<file path="config.mk">
export PLATFORM = sky130hd
export DESIGN_NAME = drlc_host
export DESIGN_NICKNAME = d
export VERILOG_FILES = /design/src/drlc_pkg.sv /design/src/drlc_strobe_if.sv /design/src/drlc_host.sv /design/src/drlc_pin_seq.sv
export SDC_FILE = /design/constraint.sdc
export NUM_CORES = 1
export LEC_CHECK = 0
export BUFFER_PORTS_ARGS = -buffer_cell sky130_fd_sc_hd__buf_2
export CORE_MARGIN = 1
export CORE_UTILIZATION = 47
export DETAILED_ROUTE_END_ITERATION = 8
export PLACE_DENSITY_LB_ADDON = 0.05
export SLEW_MARGIN = 0
export SYNTH_ARGS = -nofsm -noshare
export SYNTH_HDL_FRONTEND = slang
export SYNTH_SLANG_ARGS = --single-unit
</file>
<file path="constraint.sdc">
create_clock -name clk_i -period 4.05 [get_ports clk_i]
set_input_delay 0.2025 -clock clk_i [delete_from_list [all_inputs] [get_ports clk_i]]
set_output_delay 0.2025 -clock clk_i [all_outputs]
set_load 0.03 [all_outputs]
</file>
<file path="src/drlc_pkg.sv">
// package: register map, pin encodings and timing counts of the converter host controller
package drlc_pkg;
    localparam int unsigned CLK_HZ = 25000000;
    localparam int unsigned DATA_W = 16;
    // axi register offsets
    localparam logic [7:0] OFF_CTRL = 8'h00;
    localparam logic [7:0] OFF_WDATA = 8'h04;
    localparam logic [7:0] OFF_CMD = 8'h08;
    localparam logic [7:0] OFF_STATUS = 8'h0C;
    localparam logic [7:0] OFF_RDATA = 8'h10;
    // control register fields
    localparam int unsigned CTRL_PD_LSB = 0;
    localparam int unsigned CTRL_RESET_LEVEL_SELECT_BIT = 2;
    localparam int unsigned CTRL_FMT_BIT = 3;
    localparam int unsigned CTRL_FAST_BIT = 4;
    localparam logic [4:0] CTRL_RESET = 5'h00;
    // command register bits
    localparam int unsigned CMD_WRITE_BIT = 0;
    localparam int unsigned CMD_LOAD_BIT = 1;
    localparam int unsigned CMD_RESET_BIT = 2;
    localparam int unsigned CMD_READ_BIT = 3;
    // status register bits
    localparam int unsigned ST_BUSY_BIT = 0;
    localparam int unsigned ST_SETTLE_BIT = 1;
    localparam int unsigned ST_PD_BIT = 2;
    // powerdown select codes
    localparam logic [1:0] PD_NORMAL = 2'h0;
    localparam logic [1:0] PD_1K = 2'h1;
    localparam logic [1:0] PD_100K = 2'h2;
    localparam logic [1:0] PD_HIZ = 2'h3;
    // min and mid scale codes per format, max scale code for two's complement only
    localparam logic [15:0] CODE_MIN_USB = 16'h0000;
    localparam logic [15:0] CODE_MIN_BTC = 16'h8000;
    localparam logic [15:0] CODE_MID_USB = 16'h8000;
    localparam logic [15:0] CODE_MID_BTC = 16'h0000;
    localparam logic [15:0] CODE_MAX_BTC = 16'h7FFF;
    // timing
    localparam int unsigned STROBE_NS = 80;
    localparam int unsigned STROBE_CYC = (STROBE_NS * (CLK_HZ / 1000000) + 999) / 1000;
    localparam int unsigned WAKE_5V_NS = 2500;
    localparam int unsigned WAKE_3V_NS = 5000;
    localparam int unsigned WAKE_5V_CYC = (WAKE_5V_NS * (CLK_HZ / 1000000) + 999) / 1000;
    localparam int unsigned WAKE_3V_CYC = (WAKE_3V_NS * (CLK_HZ / 1000000) + 999) / 1000;
    localparam int unsigned CNT_W = 8;
endpackage

</file>
<file path="src/drlc_strobe_if.sv">
// interface: request and answer between the controller and its pin sequencer
`timescale 1ns/1ps
interface drlc_strobe_if;
    logic start;
    logic rd;
    logic busy;
    logic [15:0] rdata;
    logic rdata_valid;
    modport ctl (output start, output rd, input busy, input rdata, input rdata_valid);
    modport seq (input start, input rd, output busy, output rdata, output rdata_valid);
endinterface

</file>
<file path="src/drlc_host.sv">
// module: axi4-lite controlled host that drives the converter's parallel and control pins
`timescale 1ns/1ps
// What this block does
// - Host counts the wake time after leaving power-down and flags it in the status settle bit.
// - Host writes by presenting word, direction low, then pulsing chip select low-high.
// - Host gives rising load strobe edge to copy input register to converter register.
// - Chip select comes from the pin sequencer and is low only in its S_LOW state.
module drlc_host (
    input wire logic clk_i,
    input wire logic nrst_i,
    input wire logic [7:0] s_axi_awaddr_i,
    input wire logic s_axi_awvalid_i,
    output logic s_axi_awready_o,
    input wire logic [31:0] s_axi_wdata_i,
    input wire logic [3:0] s_axi_wstrb_i,
    input wire logic s_axi_wvalid_i,
    output logic s_axi_wready_o,
    output logic [1:0] s_axi_bresp_o,
    output logic s_axi_bvalid_o,
    input wire logic s_axi_bready_i,
    input wire logic [7:0] s_axi_araddr_i,
    input wire logic s_axi_arvalid_i,
    output logic s_axi_arready_o,
    output logic [31:0] s_axi_rdata_o,
    output logic [1:0] s_axi_rresp_o,
    output logic s_axi_rvalid_o,
    input wire logic s_axi_rready_i,
    input wire logic [15:0] data_i,
    output logic [15:0] data_o,
    output logic data_oe_n_o,
    output logic chip_select_n_o,
    output logic read_not_write_o,
    output logic output_load_strobe_o,
    output logic reset_strobe_o,
    output logic reset_level_select_o,
    output logic powerdown_select_high_o,
    output logic powerdown_select_low_o,
    output logic code_format_select_o
);
    import drlc_pkg::*;

    // ------------------------------------------------------------
    // reset release and pin input synchroniser
    // ------------------------------------------------------------
    logic [1:0] rst_sync_r;
    logic rst_n;
    logic [15:0] din_meta_r, din_sync_r;

    always_ff @(posedge clk_i or negedge nrst_i) begin
        if (!nrst_i) begin
            rst_sync_r <= 2'h0;
            din_meta_r <= 16'h0000;
            din_sync_r <= 16'h0000;
        end else begin
            rst_sync_r <= {rst_sync_r[0], 1'b1};
            din_meta_r <= data_i;
            din_sync_r <= din_meta_r;
        end
    end
    assign rst_n = rst_sync_r[1];

    // ------------------------------------------------------------
    // state
    // ------------------------------------------------------------
    typedef enum logic [2:0] {H_IDLE, H_BUS, H_STROBE_LO, H_STROBE_HI} drlc_host_state_type;
    typedef struct packed {
        drlc_host_state_type st;
        logic [4:0] ctrl;
        logic [15:0] wdata;
        logic [15:0] rdata;
        logic [CNT_W-1:0] cnt;
        logic [CNT_W-1:0] wake;
        logic pd_prev;
        logic cmd_load;
        logic bus_rd;
        logic ld_pin;
        logic rst_pin;
        logic aw_got;
        logic w_got;
        logic [7:0] awaddr;
        logic [31:0] wword;
        logic bvalid;
        logic rvalid;
        logic [31:0] rword;
        logic start;
    } drlc_host_type;
    drlc_host_type h_r, h_nxt;

    drlc_strobe_if sreq ();

    drlc_pin_seq u_seq (
        .clk_i(clk_i),
        .rst_n_i(rst_n),
        .req(sreq.seq),
        .bus_in_i(din_sync_r),
        .cs_n_o(chip_select_n_o),
        .rw_o(read_not_write_o),
        .bus_oe_n_o(data_oe_n_o)
    );
    logic busy;
    logic [31:0] status;
    assign busy = (h_r.st != H_IDLE) || sreq.busy || h_r.start;
    assign status = {29'h0, (h_r.ctrl[CTRL_PD_LSB +: 2] != PD_NORMAL), (h_r.wake != '0), busy};

    // ------------------------------------------------------------
    // next state
    // ------------------------------------------------------------
    always_comb begin
        logic [7:0] wa;
        logic [31:0] wd;
        logic do_write;
        logic [CNT_W-1:0] wake_cyc;
        wa = 8'h00;
        wd = 32'h0;
        do_write = 1'b0;
        wake_cyc = '0;
        h_nxt = h_r;
        h_nxt.start = 1'b0;
        // axi write address and data captured independently
        if (s_axi_awvalid_i && !h_r.aw_got) begin
            h_nxt.aw_got = 1'b1;
            h_nxt.awaddr = s_axi_awaddr_i;
        end
        if (s_axi_wvalid_i && !h_r.w_got) begin
            h_nxt.w_got = 1'b1;
            h_nxt.wword = s_axi_wdata_i & {{8{s_axi_wstrb_i[3]}}, {8{s_axi_wstrb_i[2]}},
                {8{s_axi_wstrb_i[1]}}, {8{s_axi_wstrb_i[0]}}};
        end
        if (h_r.aw_got && h_r.w_got && !h_r.bvalid) begin
            do_write = 1'b1;
            wa = h_r.awaddr;
            wd = h_r.wword;
            h_nxt.aw_got = 1'b0;
            h_nxt.w_got = 1'b0;
            h_nxt.bvalid = 1'b1;
        end
        if (h_r.bvalid && s_axi_bready_i) begin
            h_nxt.bvalid = 1'b0;
        end
        // power-down exit wait: 5 V figure when the fast bit is set, else 3 V figure
        wake_cyc = h_r.ctrl[CTRL_FAST_BIT] ? CNT_W'(WAKE_5V_CYC) : CNT_W'(WAKE_3V_CYC);
        if (h_r.wake != '0) begin
            h_nxt.wake = h_r.wake - CNT_W'(1);
        end
        if (do_write) begin
            case (wa)
                OFF_CTRL: h_nxt.ctrl = wd[4:0];
                OFF_WDATA: h_nxt.wdata = wd[15:0];
                OFF_CMD: begin
                    if (!busy) begin
                        if (wd[CMD_WRITE_BIT] || wd[CMD_READ_BIT]) begin
                            h_nxt.start = 1'b1;
                            h_nxt.bus_rd = wd[CMD_READ_BIT] && !wd[CMD_WRITE_BIT];
                            h_nxt.cmd_load = wd[CMD_LOAD_BIT] && !h_nxt.bus_rd;
                            h_nxt.st = H_BUS;
                        end else if (wd[CMD_LOAD_BIT]) begin
                            h_nxt.ld_pin = 1'b0;
                            h_nxt.st = H_STROBE_LO;
                            h_nxt.cnt = CNT_W'(STROBE_CYC);
                        end else if (wd[CMD_RESET_BIT]) begin
                            h_nxt.rst_pin = 1'b0;
                            h_nxt.st = H_STROBE_LO;
                            h_nxt.cnt = CNT_W'(STROBE_CYC);
                        end
                    end
                end
                default: ;
            endcase
        end
        // leaving power-down starts the recovery wait
        h_nxt.pd_prev = (h_nxt.ctrl[CTRL_PD_LSB +: 2] != PD_NORMAL);
        if (h_r.pd_prev && !h_nxt.pd_prev) begin
            h_nxt.wake = wake_cyc;
        end
        case (h_r.st)
            H_IDLE: ;
            H_BUS: begin
                if (sreq.rdata_valid) begin
                    h_nxt.rdata = sreq.rdata;
                end
                if (!h_r.start && !sreq.busy) begin
                    if (h_r.cmd_load) begin
                        h_nxt.ld_pin = 1'b0;
                        h_nxt.st = H_STROBE_LO;
                        h_nxt.cnt = CNT_W'(STROBE_CYC);
                        h_nxt.cmd_load = 1'b0;
                    end else begin
                        h_nxt.st = H_IDLE;
                    end
                end
            end
            H_STROBE_LO: begin
                // strobes held low long enough for the device to see the edge
                if (h_r.cnt <= CNT_W'(1)) begin
                    h_nxt.ld_pin = 1'b1;
                    h_nxt.rst_pin = 1'b1;
                    h_nxt.st = H_STROBE_HI;
                    h_nxt.cnt = CNT_W'(STROBE_CYC);
                end else begin
                    h_nxt.cnt = h_r.cnt - CNT_W'(1);
                end
            end
            H_STROBE_HI: begin
                if (h_r.cnt <= CNT_W'(1)) begin
                    h_nxt.st = H_IDLE;
                end else begin
                    h_nxt.cnt = h_r.cnt - CNT_W'(1);
                end
            end
            default: h_nxt.st = H_IDLE;
        endcase
        // axi read
        if (s_axi_arvalid_i && !h_r.rvalid) begin
            h_nxt.rvalid = 1'b1;
            case (s_axi_araddr_i)
                OFF_CTRL: h_nxt.rword = {27'h0, h_r.ctrl};
                OFF_WDATA: h_nxt.rword = {16'h0, h_r.wdata};
                OFF_CMD: h_nxt.rword = 32'h0;
                OFF_STATUS: h_nxt.rword = status;
                OFF_RDATA: h_nxt.rword = {16'h0, h_r.rdata};
                default: h_nxt.rword = 32'h0;
            endcase
        end else if (h_r.rvalid && s_axi_rready_i) begin
            h_nxt.rvalid = 1'b0;
        end
    end

    always_ff @(posedge clk_i or negedge rst_n) begin
        if (!rst_n) begin
            h_r <= '0;
            h_r.ctrl <= CTRL_RESET;
            h_r.ld_pin <= 1'b1;
            h_r.rst_pin <= 1'b1;
        end else begin
            h_r <= h_nxt;
        end
    end

    // ------------------------------------------------------------
    // outputs
    // ------------------------------------------------------------
    assign sreq.start = h_r.start;
    assign sreq.rd = h_r.bus_rd;
    assign s_axi_awready_o = !h_r.aw_got;
    assign s_axi_wready_o = !h_r.w_got;
    assign s_axi_bresp_o = 2'h0;
    assign s_axi_bvalid_o = h_r.bvalid;
    assign s_axi_arready_o = !h_r.rvalid;
    assign s_axi_rdata_o = h_r.rword;
    assign s_axi_rresp_o = 2'h0;
    assign s_axi_rvalid_o = h_r.rvalid;
    assign data_o = h_r.wdata;
    assign output_load_strobe_o = h_r.ld_pin;
    assign reset_strobe_o = h_r.rst_pin;
    assign reset_level_select_o = h_r.ctrl[CTRL_RESET_LEVEL_SELECT_BIT];
    assign powerdown_select_high_o = h_r.ctrl[CTRL_PD_LSB + 1];
    assign powerdown_select_low_o = h_r.ctrl[CTRL_PD_LSB];
    assign code_format_select_o = h_r.ctrl[CTRL_FMT_BIT];
endmodule

</file>
<file path="src/drlc_pin_seq.sv">
// module: parallel bus cycle sequencer driving chip select and direction pins
`timescale 1ns/1ps
module drlc_pin_seq (
    input wire logic clk_i,
    input wire logic rst_n_i,
    drlc_strobe_if.seq req,
    input wire logic [15:0] bus_in_i,
    output logic cs_n_o,
    output logic rw_o,
    output logic bus_oe_n_o
);
    import drlc_pkg::*;
    typedef enum logic [1:0] {S_IDLE, S_SETUP, S_LOW, S_HIGH} drlc_seq_state_type;
    typedef struct packed {
        drlc_seq_state_type st;
        logic [CNT_W-1:0] cnt;
        logic rd;
        logic [15:0] rdata;
        logic rvalid;
    } drlc_seq_type;
    drlc_seq_type s_r, s_nxt;

    always_comb begin
        s_nxt = s_r;
        s_nxt.rvalid = 1'b0;
        case (s_r.st)
            S_IDLE: begin
                if (req.start) begin
                    s_nxt.st = S_SETUP;
                    s_nxt.rd = req.rd;
                    s_nxt.cnt = CNT_W'(STROBE_CYC);
                end
            end
            S_SETUP: begin
                // direction and data settle before the falling edge
                if (s_r.cnt <= CNT_W'(1)) begin
                    s_nxt.st = S_LOW;
                    s_nxt.cnt = CNT_W'(STROBE_CYC);
                end else begin
                    s_nxt.cnt = s_r.cnt - CNT_W'(1);
                end
            end
            S_LOW: begin
                if (s_r.cnt <= CNT_W'(1)) begin
                    s_nxt.st = S_HIGH;
                    s_nxt.cnt = CNT_W'(STROBE_CYC);
                end else begin
                    s_nxt.cnt = s_r.cnt - CNT_W'(1);
                end
            end
            S_HIGH: begin
                // the input synchroniser lags two edges, so the word driven while
                // chip select was low is seen on the first edge after it rises
                if (s_r.rd && (s_r.cnt == CNT_W'(STROBE_CYC))) begin
                    s_nxt.rdata = bus_in_i;
                    s_nxt.rvalid = 1'b1;
                end
                // hold after the rising edge of chip select
                if (s_r.cnt <= CNT_W'(1)) begin
                    s_nxt.st = S_IDLE;
                end else begin
                    s_nxt.cnt = s_r.cnt - CNT_W'(1);
                end
            end
            default: s_nxt.st = S_IDLE;
        endcase
    end

    always_ff @(posedge clk_i or negedge rst_n_i) begin
        if (!rst_n_i) begin
            s_r <= '0;
        end else begin
            s_r <= s_nxt;
        end
    end

    assign req.busy = (s_r.st != S_IDLE);
    assign req.rdata = s_r.rdata;
    assign req.rdata_valid = s_r.rvalid;
    assign cs_n_o = (s_r.st != S_LOW);
    assign rw_o = (s_r.st == S_IDLE) ? 1'b1 : s_r.rd;
    assign bus_oe_n_o = !((s_r.st != S_IDLE) && !s_r.rd);
endmodule

</file>
==> qor.txt <==
status - finished, final reports clean
worst path required time - 4.36 ns
Starting DRT DRC Count - 318
Reg2Reg Setup Slack - 1.45 ns
crit path capture type - flop
PostCTS Resize Cnt - 0
initial antenna violation count - 0
CP Launch Point - u_seq.s_r[22]$_DFFE_PN0P_
dominant cells by area after synthesis - dfrtp_1, mux2_2, buf_4, nand2_1, o21ai_0
worst-path cell chain - nor3_1 -> and3_1 -> nand3_1 -> mux2_2
Final min period - 2.60 ns
Initial Util - 0.482
post-synth top area share - 0.566
post-synthesis register bit count - 168
area of the die - 16100 um^2
kind of critical path - reg -> reg
# fillers - 1317
CTS root buf - clkbuf_16
Clock Tree Buf Depth - 2
core area - 15200 um^2
Top FF cell, synth - dfrtp_1
# hold bufs at CTS - 24
sequential area share after synthesis - 0.574
I/O pins - 141
FF-to-FF Start - u_seq.s_r[22]$_DFFE_PN0P_
later-pin clock latency in the skew report - 0.42 ns
async set-or-reset flop fraction in the synthesized netlist - 1.00
number of global-route vias before repair - 4625
number of warnings issued by yosys - 0
number of port buffers - 102
crit-path leading delay family - simple AND/OR/NAND/NOR gates
Crit Path Max Fanout - 17
Area growth syn-to-layout - 17.4%
Reg-to-Reg End - u_seq.req.rdata[10]$_DFFE_PN0P_
CP max stage delay - 0.63 ns
Hold Slack - 0.0210 ns
# H-tree levels - 4
final worst-path cycle share - 0.643
CP max-delay cell - nor3_1
Seq. cell area - 4210 um^2
CP startpoint kind - flop
average size of a mapped cell - 11.7 um^2
vias per cell - 5.27
Final Wtd Congestion - 0.803
FMAX - 384 MHz
Setup crit end - u_seq.req.rdata[10]$_DFFE_PN0P_
Clk pin slew, worst setup/hold paths - 0.07 ns
largest net degree at the start of global routing - 75
CTS tree - built
unrepaired setup endpoints after global routing - false
Synth Instances - 627
area of the multi-input gates - 2670 um^2
Max-slew headroom - 0.169
Post-Route WL - 14.6 mm
Setup-failing EPs final - 0
layout cells sized above 1 - 0.301
cell taking the most area after synthesis - dfrtp_1
dpl hpwl - 10.3 mm
DR DRC count - 0
fin. max-slew vios - 0
Reg2Reg Depth - 4
Pwr Density - 519 nW/um^2
number of cells on the critical path - 4
grt total ovfl - 0
Setup TNS Final - 0 ns
WP buf/inv - 0
clock skew - 0.00809 ns
maximum VDD drop - 0.320 mV
diode count - 0
Final nets - 809
drt wl/cell - 15.8 um
Die X-Extent - 127 um
Row Count - 45
drt first pass iters - 4
CP arrival - 2.91 ns
max_cap viols - 0
CTS buffer count - 17
Antenna Violating Nets Remaining - 0
leakage - 4.18 nW
Hold Path Class - in -> reg
Setup Fix Bufs, Post-CTS - 0
gr usage total - 0.196
EDFF count, synth - 0
Slew @ Worst Pin - 1.24 ns
first-pass GRT wire length - 24.2 mm
die height - 127 um
final number of hold-violating endpoints - 0
Clock Sinks - 168
mapped cell area - 7330 um^2
Unique masters post-synth - 58
via count - 4864
-- report_power, final --
group          total, mW  switching, mW  internal, mW  leakage (nW)
clock               1.66          0.760         0.900         0.306
combinational      0.690          0.395         0.294          1.68
sequential          2.12          0.214          1.90          2.19
-- registers in the layout, indices dropped and copies added, names as in the netlist, 2 cells and up --
register	flops
h_r	64
din_meta_r	16
din_sync_r	16
u_seq.req.rdata	16
s_axi_rdata_o	16
u_seq.s_r	11
data_o	16
rst_sync_r	2
-- routing by layer --
layer / GRT usage / wire length [um] / vias up
met5: 0 / 0 / -
met4: 0.0616 / 127 / 0
met3: 0.0481 / 556 / 9
met2: 0.285 / 6520 / 128
met1: 0.289 / 7410 / 2393
li1: - / - / 2334
-- metrics by stage --
stage	setup WS [ns]	cell area, um^2	utilization	cells	power, mW
finish	1.45	8610	0.566	923	4.47
global placement	1.47	7720	0.508	866	2.78
floorplan	1.74	7410	-	647	2.64
CTS	1.42	8600	0.565	922	4.51
global route	1.17	8610	0.566	923	4.70
detailed placement	1.46	7720	0.508	866	2.82
-- cell usage in the layout (no fill, tap or decap), types with 6 or more instances in the layout --
master	synthesis	routed
dfrtp_1	166	165
buf_2	0	102
a31oi_1	7	7
nand2_1	75	75
o22ai_1	6	6
clkinv_8	0	6
conb_1	2	22
mux2i_1	10	10
clkbuf_16	0	17
nor2b_1	9	9
nand2b_1	7	7
ha_1	12	12
dlygate4sd3_1	0	25
a22oi_1	12	12
inv_1	19	19
mux2_2	65	65
nor4_1	10	8
o21ai_0	44	44
nand3_1	13	13
nor2_1	11	11
nor3_1	14	13
-- Yosys cell counts, types with 6 or more instances --
master    instances
a22oi_1          12
a31oi_1           7
buf_4            53
clkbuf_1         17
dfrtp_1         166
ha_1             12
inv_1            19
mux2_2           65
mux2i_1          10
nand2_1          75
nand2b_1          7
nand3_1          13
nor2_1           11
nor2b_1           9
nor3_1           14
nor4_1           10
o21ai_0          44
o22ai_1           6
-- final cells by class --
cell class                      instances  area share
Clock inverter                         15      0.0241
Multi-Input combinational cell        387       0.310
Inverter                               19     0.00829
Timing Repair Buffer                  129      0.0916
Tap cell                              188      0.0273
Clock buffer                           17      0.0494
Sequential cell                       168       0.489
-- worst min path at each step --
stage / from / end / slack (ns) / depth (start not counted)
CTS: s_axi_wdata_i[6] / h_r[41]$_DFFE_PN0P_ / 0.003 / 3
global route: s_axi_awaddr_i[7] / h_r[74]$_DFFE_PN0P_ / 0.009 / 2
finish: s_axi_awaddr_i[5] / h_r[72]$_DFFE_PN0P_ / 0.02 / 2
floorplan: nrst_i / din_meta_r[0]$_DFF_PN0_ / -0.09 / 0
detailed placement: nrst_i / din_meta_r[12]$_DFF_PN0_ / 0.28 / 1
global placement: nrst_i / din_meta_r[12]$_DFF_PN0_ / 0.28 / 1
-- logic make-up (layout without fill, tap and decap cells) --
family | count (synthesis) | count (layout) | synth area share
compound gates | 108 | 108 | 0.0955
xor+xnor | 3 | 3 | 0.00358
fa+ha+maj | 12 | 12 | 0.0205
buf+inv | 92 | 180 | 0.0752
flops | 168 | 168 | 0.574
mux | 77 | 77 | 0.118
other cells | 2 | 22 | 0.00102
simple gates | 165 | 165 | 0.113
Note: power is estimated with default switching activity, not from simulation.
